[src/rtl/cgcr_map.vh]
`ifndef CGCR_MAP_VH
`define CGCR_MAP_VH
`define CGCR_ADDR_CLKREQ_CFG 8'h05
`define CGCR_ADDR_CLKREQ_EN 8'h06
`define CGCR_ADDR_REV_MAKER 8'h07
`define CGCR_ADDR_PART_25M 8'h08
`define CGCR_ADDR_TEST_LEVEL 8'h09
`define CGCR_ADDR_MUX_STOP 8'h0A
`define CGCR_ADDR_LOW_POWER 8'h0B
`define CGCR_RST_CLKREQ_CFG 2'h0
`define CGCR_RST_CLKREQ_EN 5'h00
`define CGCR_RST_25M_EN 2'h3
`define CGCR_RST_TEST_LEVEL 8'h25
`define CGCR_RST_HOST_MASK 2'h3
`define CGCR_RST_LOW_POWER 1'h1
`define CGCR_B5_D_EN 1
`define CGCR_B5_D_SEL 0
`define CGCR_B6_E_EN 7
`define CGCR_B6_H_EN 4
`define CGCR_B6_SRC_STP 0
`define CGCR_B9_PF5_STP 7
`define CGCR_B9_REF_BIT1 5
`define CGCR_B9_TEST_SEL 4
`define CGCR_B9_TEST_ENTRY 3
`define CGCR_B10_MUX_STAT 7
`define CGCR_B11_25M_LP 5
`endif

[src/rtl/cgcr_gate.v]
`timescale 1ns/1ps
// glitch-free run/stop for WIDTH output groups, one flop each: stop takes effect and releases
// only on a registered boundary, so no short pulse reaches the output gate
module cgcr_gate #(
    parameter WIDTH = 1
) (
    input wire core_clk,
    input wire srst,
    input wire [WIDTH-1:0] stop_req,
    output reg [WIDTH-1:0] run_q
);
    genvar g;
    generate
        for (g = 0; g < WIDTH; g = g + 1) begin : gen_gate
            always @(posedge core_clk) begin
                if (srst) begin
                    run_q[g] <= 1'b1;
                end else begin
                    run_q[g] <= ~stop_req[g];
                end
            end
        end
    endgenerate
endmodule

[src/rtl/cgcr_regs.v]
`timescale 1ns/1ps
`include "cgcr_map.vh"
// Overview of operation
// RULE_01: byte5 bit1 enables request D, bit0 maps pair
// RULE_02: byte6 bits7-4 enable requests E,F,G,H
// RULE_03: byte6 bit0 lets peripheral stop halt pairs
// RULE_04: byte8 bits1,0 enable both 25MHz outputs
// RULE_05: byte9 bit7 lets peripheral stop halt output five
// RULE_06: byte9 bit5 holds reference drive bit one
// RULE_07: byte9 bit4 picks tristate or divided reference
// RULE_08: byte9 bit3 enters selected test mode
// RULE_09: byte9 bits2-0 serial output level code
// RULE_10: byte10 bit7 reports latched mux pin status
// RULE_11: byte10 bits1,0 make host outputs stoppable
// RULE_12: byte11 bit5 keeps first 25MHz in low power, sticky
// RULE_13: deasserted enabled request stops mapped pair cleanly
// RULE_14: id fields and reserved bits ignore writes
module cgcr_regs #(
    // arbitrary identification values
    parameter [3:0] REV_CODE = 4'h5,
    parameter [3:0] MAKER_CODE = 4'h6,
    parameter [3:0] PART_CODE = 4'hA
) (
    input wire core_clk,
    input wire srst,
    input wire reg_wr,
    input wire reg_rd,
    input wire [7:0] reg_addr,
    input wire [7:0] reg_wdata,
    output reg [7:0] reg_rdata,
    output reg reg_ack,
    input wire clock_request_d_input_n,
    input wire [3:0] clock_request_efgh_n,
    input wire periph_stop_n,
    input wire host_stop_n,
    input wire mux_pin_strap,
    input wire low_power_active,
    output wire [4:0] serial_pair_run,
    output wire [3:0] fixed_serial_run,
    output wire free_periph5_run,
    output wire [1:0] host_run,
    output reg first_25mhz_output_en,
    output reg second_25mhz_output_en,
    output wire ref_drive_bit1,
    output wire [2:0] serial_output_level_code,
    output reg test_tristate_all,
    output reg test_ref_div_all
);
    reg [1:0] clkreq_cfg_q;
    reg [4:0] clkreq_en_q;
    reg [1:0] en25m_q;
    reg [7:0] test_level_q;
    reg [1:0] host_mask_q;
    reg low_power_keep_q;
    reg mux_status_q;
    reg strap_taken_q;
    reg [7:0] rdata_d;
    reg [4:0] pair_stop;
    wire [3:0] fixed_stop;
    wire wr_ok;
    wire wr_clkreq_cfg;
    wire wr_clkreq_en;
    wire wr_part_25m;
    wire wr_test_level;
    wire wr_mux_stop;
    wire wr_low_power;
    wire periph_stop_on;
    wire host_stop_on;
    wire req_d_stop;
    wire pair_group_stop;
    wire pf5_stop;
    wire [1:0] host_stop;
    wire [11:0] stop_all;
    wire [11:0] run_all;
    wire [7:0] view_clkreq_cfg;
    wire [7:0] view_clkreq_en;
    wire [7:0] view_rev_maker;
    wire [7:0] view_part_25m;
    wire [7:0] view_mux_stop;
    wire [7:0] view_low_power;
    wire first_25m_en_d;
    wire second_25m_en_d;
    wire test_tristate_d;
    wire test_ref_div_d;

    function hit;
        input [7:0] addr;
        input [7:0] target;
        begin
            hit = (addr == target);
        end
    endfunction

    // one strobe per writable byte; byte 7 gets none, so the id cannot change
    assign wr_ok = reg_wr & ~srst;
    assign wr_clkreq_cfg = wr_ok & hit(reg_addr, `CGCR_ADDR_CLKREQ_CFG);
    assign wr_clkreq_en = wr_ok & hit(reg_addr, `CGCR_ADDR_CLKREQ_EN);
    assign wr_part_25m = wr_ok & hit(reg_addr, `CGCR_ADDR_PART_25M);
    assign wr_test_level = wr_ok & hit(reg_addr, `CGCR_ADDR_TEST_LEVEL);
    assign wr_mux_stop = wr_ok & hit(reg_addr, `CGCR_ADDR_MUX_STOP);
    assign wr_low_power = wr_ok & hit(reg_addr, `CGCR_ADDR_LOW_POWER);

    // RULE_01: request D cfg
    always @(posedge core_clk) begin
        if (srst) begin
            clkreq_cfg_q <= `CGCR_RST_CLKREQ_CFG;
        end else if (wr_clkreq_cfg) begin
            clkreq_cfg_q <= reg_wdata[`CGCR_B5_D_EN:`CGCR_B5_D_SEL];
        end
    end

    // RULE_02: request enables
    always @(posedge core_clk) begin
        if (srst) begin
            clkreq_en_q <= `CGCR_RST_CLKREQ_EN;
        end else if (wr_clkreq_en) begin
            clkreq_en_q <= {reg_wdata[`CGCR_B6_E_EN:`CGCR_B6_H_EN], reg_wdata[`CGCR_B6_SRC_STP]};
        end
    end

    // RULE_04: 25MHz enables
    always @(posedge core_clk) begin
        if (srst) begin
            en25m_q <= `CGCR_RST_25M_EN;
        end else if (wr_part_25m) begin
            en25m_q <= reg_wdata[1:0];
        end
    end

    // RULE_14: reserved bit6 dropped
    always @(posedge core_clk) begin
        if (srst) begin
            test_level_q <= `CGCR_RST_TEST_LEVEL;
        end else if (wr_test_level) begin
            test_level_q <= reg_wdata & 8'hBF;
        end
    end

    // RULE_11: host masks
    always @(posedge core_clk) begin
        if (srst) begin
            host_mask_q <= `CGCR_RST_HOST_MASK;
        end else if (wr_mux_stop) begin
            host_mask_q <= reg_wdata[1:0];
        end
    end

    // RULE_12: sticky once set
    always @(posedge core_clk) begin
        if (srst) begin
            low_power_keep_q <= `CGCR_RST_LOW_POWER;
        end else if (wr_low_power) begin
            low_power_keep_q <= low_power_keep_q | reg_wdata[`CGCR_B11_25M_LP];
        end
    end

    // RULE_10: strap caught once after reset release
    always @(posedge core_clk) begin
        if (srst) begin
            strap_taken_q <= 1'b0;
        end else begin
            strap_taken_q <= 1'b1;
        end
    end

    // RULE_10: status latched, later pin changes ignored
    always @(posedge core_clk) begin
        if (srst) begin
            mux_status_q <= 1'b0;
        end else if (!strap_taken_q) begin
            mux_status_q <= mux_pin_strap;
        end
    end

    // RULE_14: fixed id read back; reserved bits read 0
    assign view_clkreq_cfg = {6'h00, clkreq_cfg_q};
    assign view_clkreq_en = {clkreq_en_q[4:1], 3'h0, clkreq_en_q[0]};
    assign view_rev_maker = {REV_CODE, MAKER_CODE};
    assign view_part_25m = {PART_CODE, 2'h0, en25m_q};
    assign view_mux_stop = {mux_status_q, 5'h00, host_mask_q};
    assign view_low_power = {2'h0, low_power_keep_q, 5'h00};

    always @* begin
        rdata_d = 8'h00;
        case (reg_addr)
            `CGCR_ADDR_CLKREQ_CFG: rdata_d = view_clkreq_cfg;
            `CGCR_ADDR_CLKREQ_EN: rdata_d = view_clkreq_en;
            `CGCR_ADDR_REV_MAKER: rdata_d = view_rev_maker;
            `CGCR_ADDR_PART_25M: rdata_d = view_part_25m;
            `CGCR_ADDR_TEST_LEVEL: rdata_d = test_level_q;
            `CGCR_ADDR_MUX_STOP: rdata_d = view_mux_stop;
            `CGCR_ADDR_LOW_POWER: rdata_d = view_low_power;
            default: rdata_d = 8'h00;
        endcase
    end

    always @(posedge core_clk) begin
        if (srst) begin
            reg_ack <= 1'b0;
        end else begin
            reg_ack <= reg_wr | reg_rd;
        end
    end

    // read data holds until the next read
    always @(posedge core_clk) begin
        if (srst) begin
            reg_rdata <= 8'h00;
        end else if (reg_rd) begin
            reg_rdata <= rdata_d;
        end
    end

    assign periph_stop_on = ~periph_stop_n;
    assign host_stop_on = ~host_stop_n;
    // RULE_13: request D deasserted
    assign req_d_stop = clkreq_cfg_q[1] & clock_request_d_input_n;
    // RULE_03: peripheral stop on pairs
    assign pair_group_stop = clkreq_en_q[0] & periph_stop_on;
    // RULE_05: output five stop
    assign pf5_stop = test_level_q[`CGCR_B9_PF5_STP] & periph_stop_on;
    // RULE_11: host stop
    assign host_stop = host_mask_q & {2{host_stop_on}};

    // stop per pair: 0 first, 1 fourth; 4..2 follow only the peripheral stop
    always @* begin
        pair_stop = {5{pair_group_stop}};
        // RULE_13: request D stops its pair
        if (req_d_stop) begin
            if (clkreq_cfg_q[0]) begin
                pair_stop[1] = 1'b1;
            end else begin
                pair_stop[0] = 1'b1;
            end
        end
    end

    // RULE_02: fixed targets six, eight, nine, ten; pair stop also halts them
    genvar t;
    generate
        for (t = 0; t < 4; t = t + 1) begin : gen_fixed_stop
            assign fixed_stop[t] = (clkreq_en_q[t + 1] & clock_request_efgh_n[t]) | pair_group_stop;
        end
    endgenerate

    // every output group passes one flop so a stop never cuts a pulse short
    assign stop_all = {pair_stop, fixed_stop, pf5_stop, host_stop};
    assign {serial_pair_run, fixed_serial_run, free_periph5_run, host_run} = run_all;

    cgcr_gate #(.WIDTH(12)) u_gate (
        .core_clk(core_clk),
        .srst(srst),
        .stop_req(stop_all),
        .run_q(run_all)
    );

    // RULE_06: drive bit
    assign ref_drive_bit1 = test_level_q[`CGCR_B9_REF_BIT1];
    // RULE_09: level code
    assign serial_output_level_code = test_level_q[2:0];

    // RULE_12: first 25MHz survives low power only when kept
    assign first_25m_en_d = en25m_q[1] & (~low_power_active | low_power_keep_q);
    // RULE_04: second 25MHz always drops in low power
    assign second_25m_en_d = en25m_q[0] & ~low_power_active;
    // RULE_08: entry gates both test modes
    assign test_tristate_d = test_level_q[`CGCR_B9_TEST_ENTRY] & ~test_level_q[`CGCR_B9_TEST_SEL];
    // RULE_07: mode select
    assign test_ref_div_d = test_level_q[`CGCR_B9_TEST_ENTRY] & test_level_q[`CGCR_B9_TEST_SEL];

    // RULE_04: first 25MHz enable
    always @(posedge core_clk) begin
        if (srst) begin
            first_25mhz_output_en <= 1'b1;
        end else begin
            first_25mhz_output_en <= first_25m_en_d;
        end
    end

    // RULE_04: second 25MHz enable
    always @(posedge core_clk) begin
        if (srst) begin
            second_25mhz_output_en <= 1'b1;
        end else begin
            second_25mhz_output_en <= second_25m_en_d;
        end
    end

    // RULE_07: tristate test mode
    always @(posedge core_clk) begin
        if (srst) begin
            test_tristate_all <= 1'b0;
        end else begin
            test_tristate_all <= test_tristate_d;
        end
    end

    // RULE_08: divided reference test mode
    always @(posedge core_clk) begin
        if (srst) begin
            test_ref_div_all <= 1'b0;
        end else begin
            test_ref_div_all <= test_ref_div_d;
        end
    end
endmodule

[config.mk]
export PLATFORM = sky130hd
export DESIGN_NAME = cgcr_regs
export DESIGN_NICKNAME = d
export VERILOG_FILES = /design/src/rtl/cgcr_gate.v /design/src/rtl/cgcr_regs.v
export VERILOG_INCLUDE_DIRS = /design/src /design/src/rtl
export SDC_FILE = /design/constraint.sdc
export NUM_CORES = 1
export LEC_CHECK = 0
export BUFFER_PORTS_ARGS = -buffer_cell sky130_fd_sc_hd__buf_2
export CORE_ASPECT_RATIO = 1.75
export CORE_UTILIZATION = 30
export DETAILED_ROUTE_END_ITERATION = 10
export SETUP_SLACK_MARGIN = 0.2
export SYNTH_ARGS = -nofsm -noshare
export SYNTH_HDL_FRONTEND = slang
export SYNTH_SLANG_ARGS = --single-unit
export TNS_END_PERCENT = 30
[constraint.sdc]
create_clock -name core_clk -period 4.5 [get_ports core_clk]
set_clock_uncertainty 0.2 [all_clocks]
set_input_delay 0.9 -clock core_clk [delete_from_list [all_inputs] [get_ports core_clk]]
set_output_delay 0.9 -clock core_clk [all_outputs]
set_load 0.02 [all_outputs]
# [Word level (Yosys, flattened, before mapping)]
# Cells that the tools add are included.
[totals] word_cells=77 out_inout_bits=29 in_bits=29 reg_bits=44
[op_classes] n_bitwise=41 n_mux=5 n_eq_ne=7
[op_table] operator="one-hot mux 8 bit (7 select lines)" count=1
[op_table] operator="== test 8 x 4 -> 1 bit (second input constant)" count=4
[op_table] operator="== test 8 x 3 -> 1 bit (second input constant)" count=3
[op_table] operator="AND 1 bit" count=18
[op_table] operator="inverter 1 bit" count=15
[op_table] operator="OR 1 bit" count=7
[op_table] operator="two-way mux 1 bit" count=3
[op_table] operator="AND 2 bit" count=1
[op_table] operator="two-way mux 2 bit" count=1

# [Longest topological paths before layout]
[logic_depth] depth_word=5 depth_mapped=6 ltp_nobuf=4

# [Hierarchy]
# Synthesis repeated with hierarchy kept, for this count alone.
[hier_totals] hier_cells=220 hier_area_um2=1994.4
[by_module_without_submodules] mod="cgcr_regs" area_per_inst_um2=1592.8 seq_area_each_um2=680.7 n_inst=1 cells_per_inst=195
[by_module_without_submodules] mod="cgcr_gate" area_per_inst_um2=401.6 seq_area_each_um2=240.2 n_inst=1 cells_per_inst=25

# [Worst setup path before layout]
# OpenSTA, ideal clock, no wires.
[synth_timing] path_type="input -> register" from="in reg_addr[5]" to="reg test_level_q[0]" required_time_ns=4.179 setup_ns=0.121 path_slack_ns=2.357 path_buffers=1 t_arrival_ns=1.822 path_stages=5 cell_sequence="nor4_4 nand4_1 buf_2 nor2_1 a21oi_1"
[synth_via] elab_chain_cells=2
[synth_lines] item="start, declared" line_no="cgcr_regs.v:28" text="input wire [7:0] reg_addr,"
[synth_lines] item="== test 8 x 4 -> 1 bit" line_no="cgcr_regs.v:90" text="hit = (addr == target);"
[synth_lines] item="AND 1 bit" line_no="cgcr_regs.v:99" text="assign wr_test_level = wr_ok & hit(reg_addr, `CGCR_ADDR_TEST_LEVEL);"
[synth_lines] item="end signal, assigned" line_no="cgcr_regs.v:133" text="test_level_q <= `CGCR_RST_TEST_LEVEL;"
[synth_lines] item="end signal, assigned" line_no="cgcr_regs.v:135" text="test_level_q <= reg_wdata & 8'hBF;"
[synth_lines] item="end, declared" line_no="cgcr_regs.v:52" text="reg [7:0] test_level_q;"
# Every way passes these cells.
# A chain may end at the register's enable or synchronous reset.

# [Worst setup path after layout]
[layout_timing] from="in reg_addr[5]" to="reg test_level_q[3]"
# Same word-level chain as after synthesis.

==> impl_metrics.py <==
metrics = {
    "drt": {
        "drc": 0,
        "via_count": 1539,
        "finalWirelength_um": 4600,
        "detail_route.first_pass.iterations": 4,
        "drt_iter0_drc": 40,
        "ant_nets": 0,
        "vias_per_cell": 4.82,
        "wl_per_cell_um": 14.4,
    },
    "logic_synthesis": {
        "async_flop_share_pct": 0,
        "synth_edf_count": 0,
        "yosysSeqAreaShare_pct": 49.5,
        "synth_top_cell_area_share_pct": 49.5,
        "yosysWarnings": 0,
        "syn_nets": 223,
        "synth_top_flop_cell": "dfxtp_1",
        "synth_area_sq_um": 1780,
        "synth_cell_types": 36,
        "syn_avg_cell_area_sq_um": 9.17,
        "synth_area_leader_cell": "dfxtp_1",
        "synth_seq_cells": 44,
        "synth_area_leaders": "dfxtp_1, mux2i_1, nor2_1",
        "syn_inst": 194,
    },
    "finish": {
        "nNetsFinal": 271,
        "antennaDiodeCount": 0,
        "syn_to_final_growth_pct": 22.6,
        "design_area_sq_um": 2180,
        "final_layout_size_suffix_gt1_share_pct": 27.2,
    },
    "die": {
        "design.core.area_sq_um": 5630,
        "dieWidth_um": 60.2,
        "die_y_um": 104,
        "start_util_pct": 31.6,
        "ios": 58,
        "die_area_sq_um": 6250,
        "rows": 36,
    },
    "placed_design": {
        "dp_hpwl_um": 3470,
        "place_area_sq_um": 2070,
        "gp_congestion": 0.865,
        "port_buffers": 57,
    },
    "setup_path": {
        "cp-start-kind": "primary input",
        "path_class": "in -> reg",
        "critPathMaxFanout": 14,
        "end_kind": "flop",
        "arrival_ns": 2.35,
        "required_ns": 4.48,
    },
    "timing": {
        "max_freq_mhz": 422,
        "setup_viol": 0,
        "fin_setup_tns_ns": 0,
        "period_share_pct": 52.7,
        "relSlewSlack_pct": 57.5,
        "rsz0062_at_grt": "false",
        "worst_pin_slew_ns": 0.635,
        "drv_slew": 0,
        "hold_viol_final": 0,
        "period_needed_ns": 2.37,
    },
    "clocking": {
        "clk_pin_slew_ns": 0.08,
        "cts_made_buffers": 5,
        "postCtsResizedCells": 0,
        "cts_setup_buffers": 0,
        "cts_buffer_depth": 2,
        "root_buffer": "clkbuf_8",
        "clock_latency_ns": 0.30,
        "clock_sinks": 44,
        "cts_tree": "built",
        "holdBufCountCts": 0,
        "htreeDepth": 2,
    },
    "global_route": {
        "grt_pass1_vias": 1516,
        "grt_max_degree": 30,
        "grtUsageTotal_pct": 15.9,
        "antenna_found_initial": 0,
        "grt_pass1_wl_um": 7310,
        "overflow": 0,
    },
    "power": {
        "peakVddDrop_mv": 0.128,
        "total_power_uw": 745,
        "powerDensity_nw_per_um2": 342,
        "leakagePower_nw": 0.965,
    },
    "worst_hold_path": {
        "hold_class": "reg -> reg",
    },
    "outcome": {
        "outcome": "finished clean",
    },
    "flow_run": {
        "drv_cap": 0,
    },
}
## cells by family (layout without fill, tap and decap cells)
family | after synthesis | count (layout) | synth area share [%]
buffers and inverters | 24 | 73 | 6.54
muxes | 14 | 14 | 7.88
AOI/OAI and AO/OA | 38 | 38 | 13.4
DFF | 44 | 44 | 49.5
and+or+nand+nor | 74 | 74 | 22.7
## critical path: stages
cell     delay, ns
buf_2         0.11
nor4_4        0.45
nand4_1       0.53
nand3_1       0.25
o21ai_0       0.10
## flip-flops by register name (all words and copies together) (netlist names), 2 cells and up
| signal | cells |
|---|---|
| en25m_q | 2 |
| reg_rdata | 8 |
| u_gate.run_q | 10 |
| test_level_q | 7 |
| clkreq_en_q | 5 |
| clkreq_cfg_q | 2 |
| host_mask_q | 2 |
## where the power goes
part | switching (mW) | total, mW | leakage [nW] | internal (mW)
registers | 0.00124 | 0.394 | 0.357 | 0.392
logic | 0.0341 | 0.0545 | 0.553 | 0.0205
clock network | 0.132 | 0.297 | 0.0552 | 0.165
total | 0.168 | 0.745 | 0.965 | 0.578
## stage by stage
| step | hold slack (ns) | std cells | setup slack, ns | utilization (%) |
|---|---|---|---|---|
| 2_1_floorplan | 0.171 | 194 | 2.36 | - |
| 3_3_place_gp | 0.190 | 311 | 1.91 | 36.8 |
| 3_5_place_dp | 0.189 | 311 | 1.84 | 36.8 |
| 4_1_cts | 0.209 | 319 | 2.15 | 38.7 |
| 5_1_grt | 0.235 | 319 | 1.95 | 38.7 |
| 6_report | 0.206 | 319 | 2.13 | 38.7 |
## cell usage in the layout, fill, tap and decap left out
cell / count
nand3_1: 6
dfxtp_1: 44
o21ai_0: 11
nor2_1: 27
clkbuf_8: 5
buf_2: 57
nand3b_1: 4
nor4_4: 1
nand2_1: 10
inv_1: 8
nor2b_1: 3
nor3_1: 1
o22a_1: 1
mux2i_1: 14
and3_1: 2
nor3b_1: 3
a311oi_1: 1
and3b_1: 1
nand4b_2: 1
bufinv_16: 1
o21a_1: 1
a21oi_1: 10
nand4b_1: 2
clkinv_2: 1
a311o_1: 1
and2_1: 2
a21o_1: 2
o2111ai_1: 1
a31oi_1: 4
a41oi_1: 2
and4_1: 1
clkbuf_1: 1
a22oi_1: 2
a21boi_0: 1
nand2b_1: 7
o2bb2ai_1: 1
nand4_1: 3
## synth_stat cells, types with 4 or more instances
library cell	count
a21oi_1	10
a31oi_1	4
buf_4	6
clkbuf_1	7
dfxtp_1	44
inv_1	8
mux2i_1	14
nand2_1	10
nand2b_1	7
nand3_1	6
nand3b_1	4
nor2_1	27
o21ai_0	11
## area by class of cell
cell class / count / area (sq um)
Clock buffer: 6 / 72.6
Timing Repair Buffer: 57 / 285
Inverter: 8 / 30.0
Tap cell: 76 / 95.1
Clock inverter: 2 / 35.0
Sequential cell: 44 / 881
Fill cell: 603 / 3450
Multi-Input combinational cell: 126 / 782
## final timing paths
path / slack, ns / cells past startpoint / start / end
setup / recovery: 2.13 / 5 / reg_addr[5] / test_level_q[3]
hold / removal: 0.21 / 1 / test_level_q[7] / u_gate.run_q[2]
setup reg to reg: 3.15 / 4 / clkreq_cfg_q[0] / reg_rdata[0]
hold reg to reg: 0.21 / 1 / test_level_q[7] / u_gate.run_q[2]
## layer usage
metal	routed length, um	global-route usage (%)	vias to the layer above	share of wire (%)
met5	0	0	-	0
met2	2630	29.7	45	57
li1	-	-	760	-
met3	152	2.61	10	3.3
met1	1670	15.4	724	36
met4	143	7.97	0	3.1
Power figures use the tool's default switching activity.
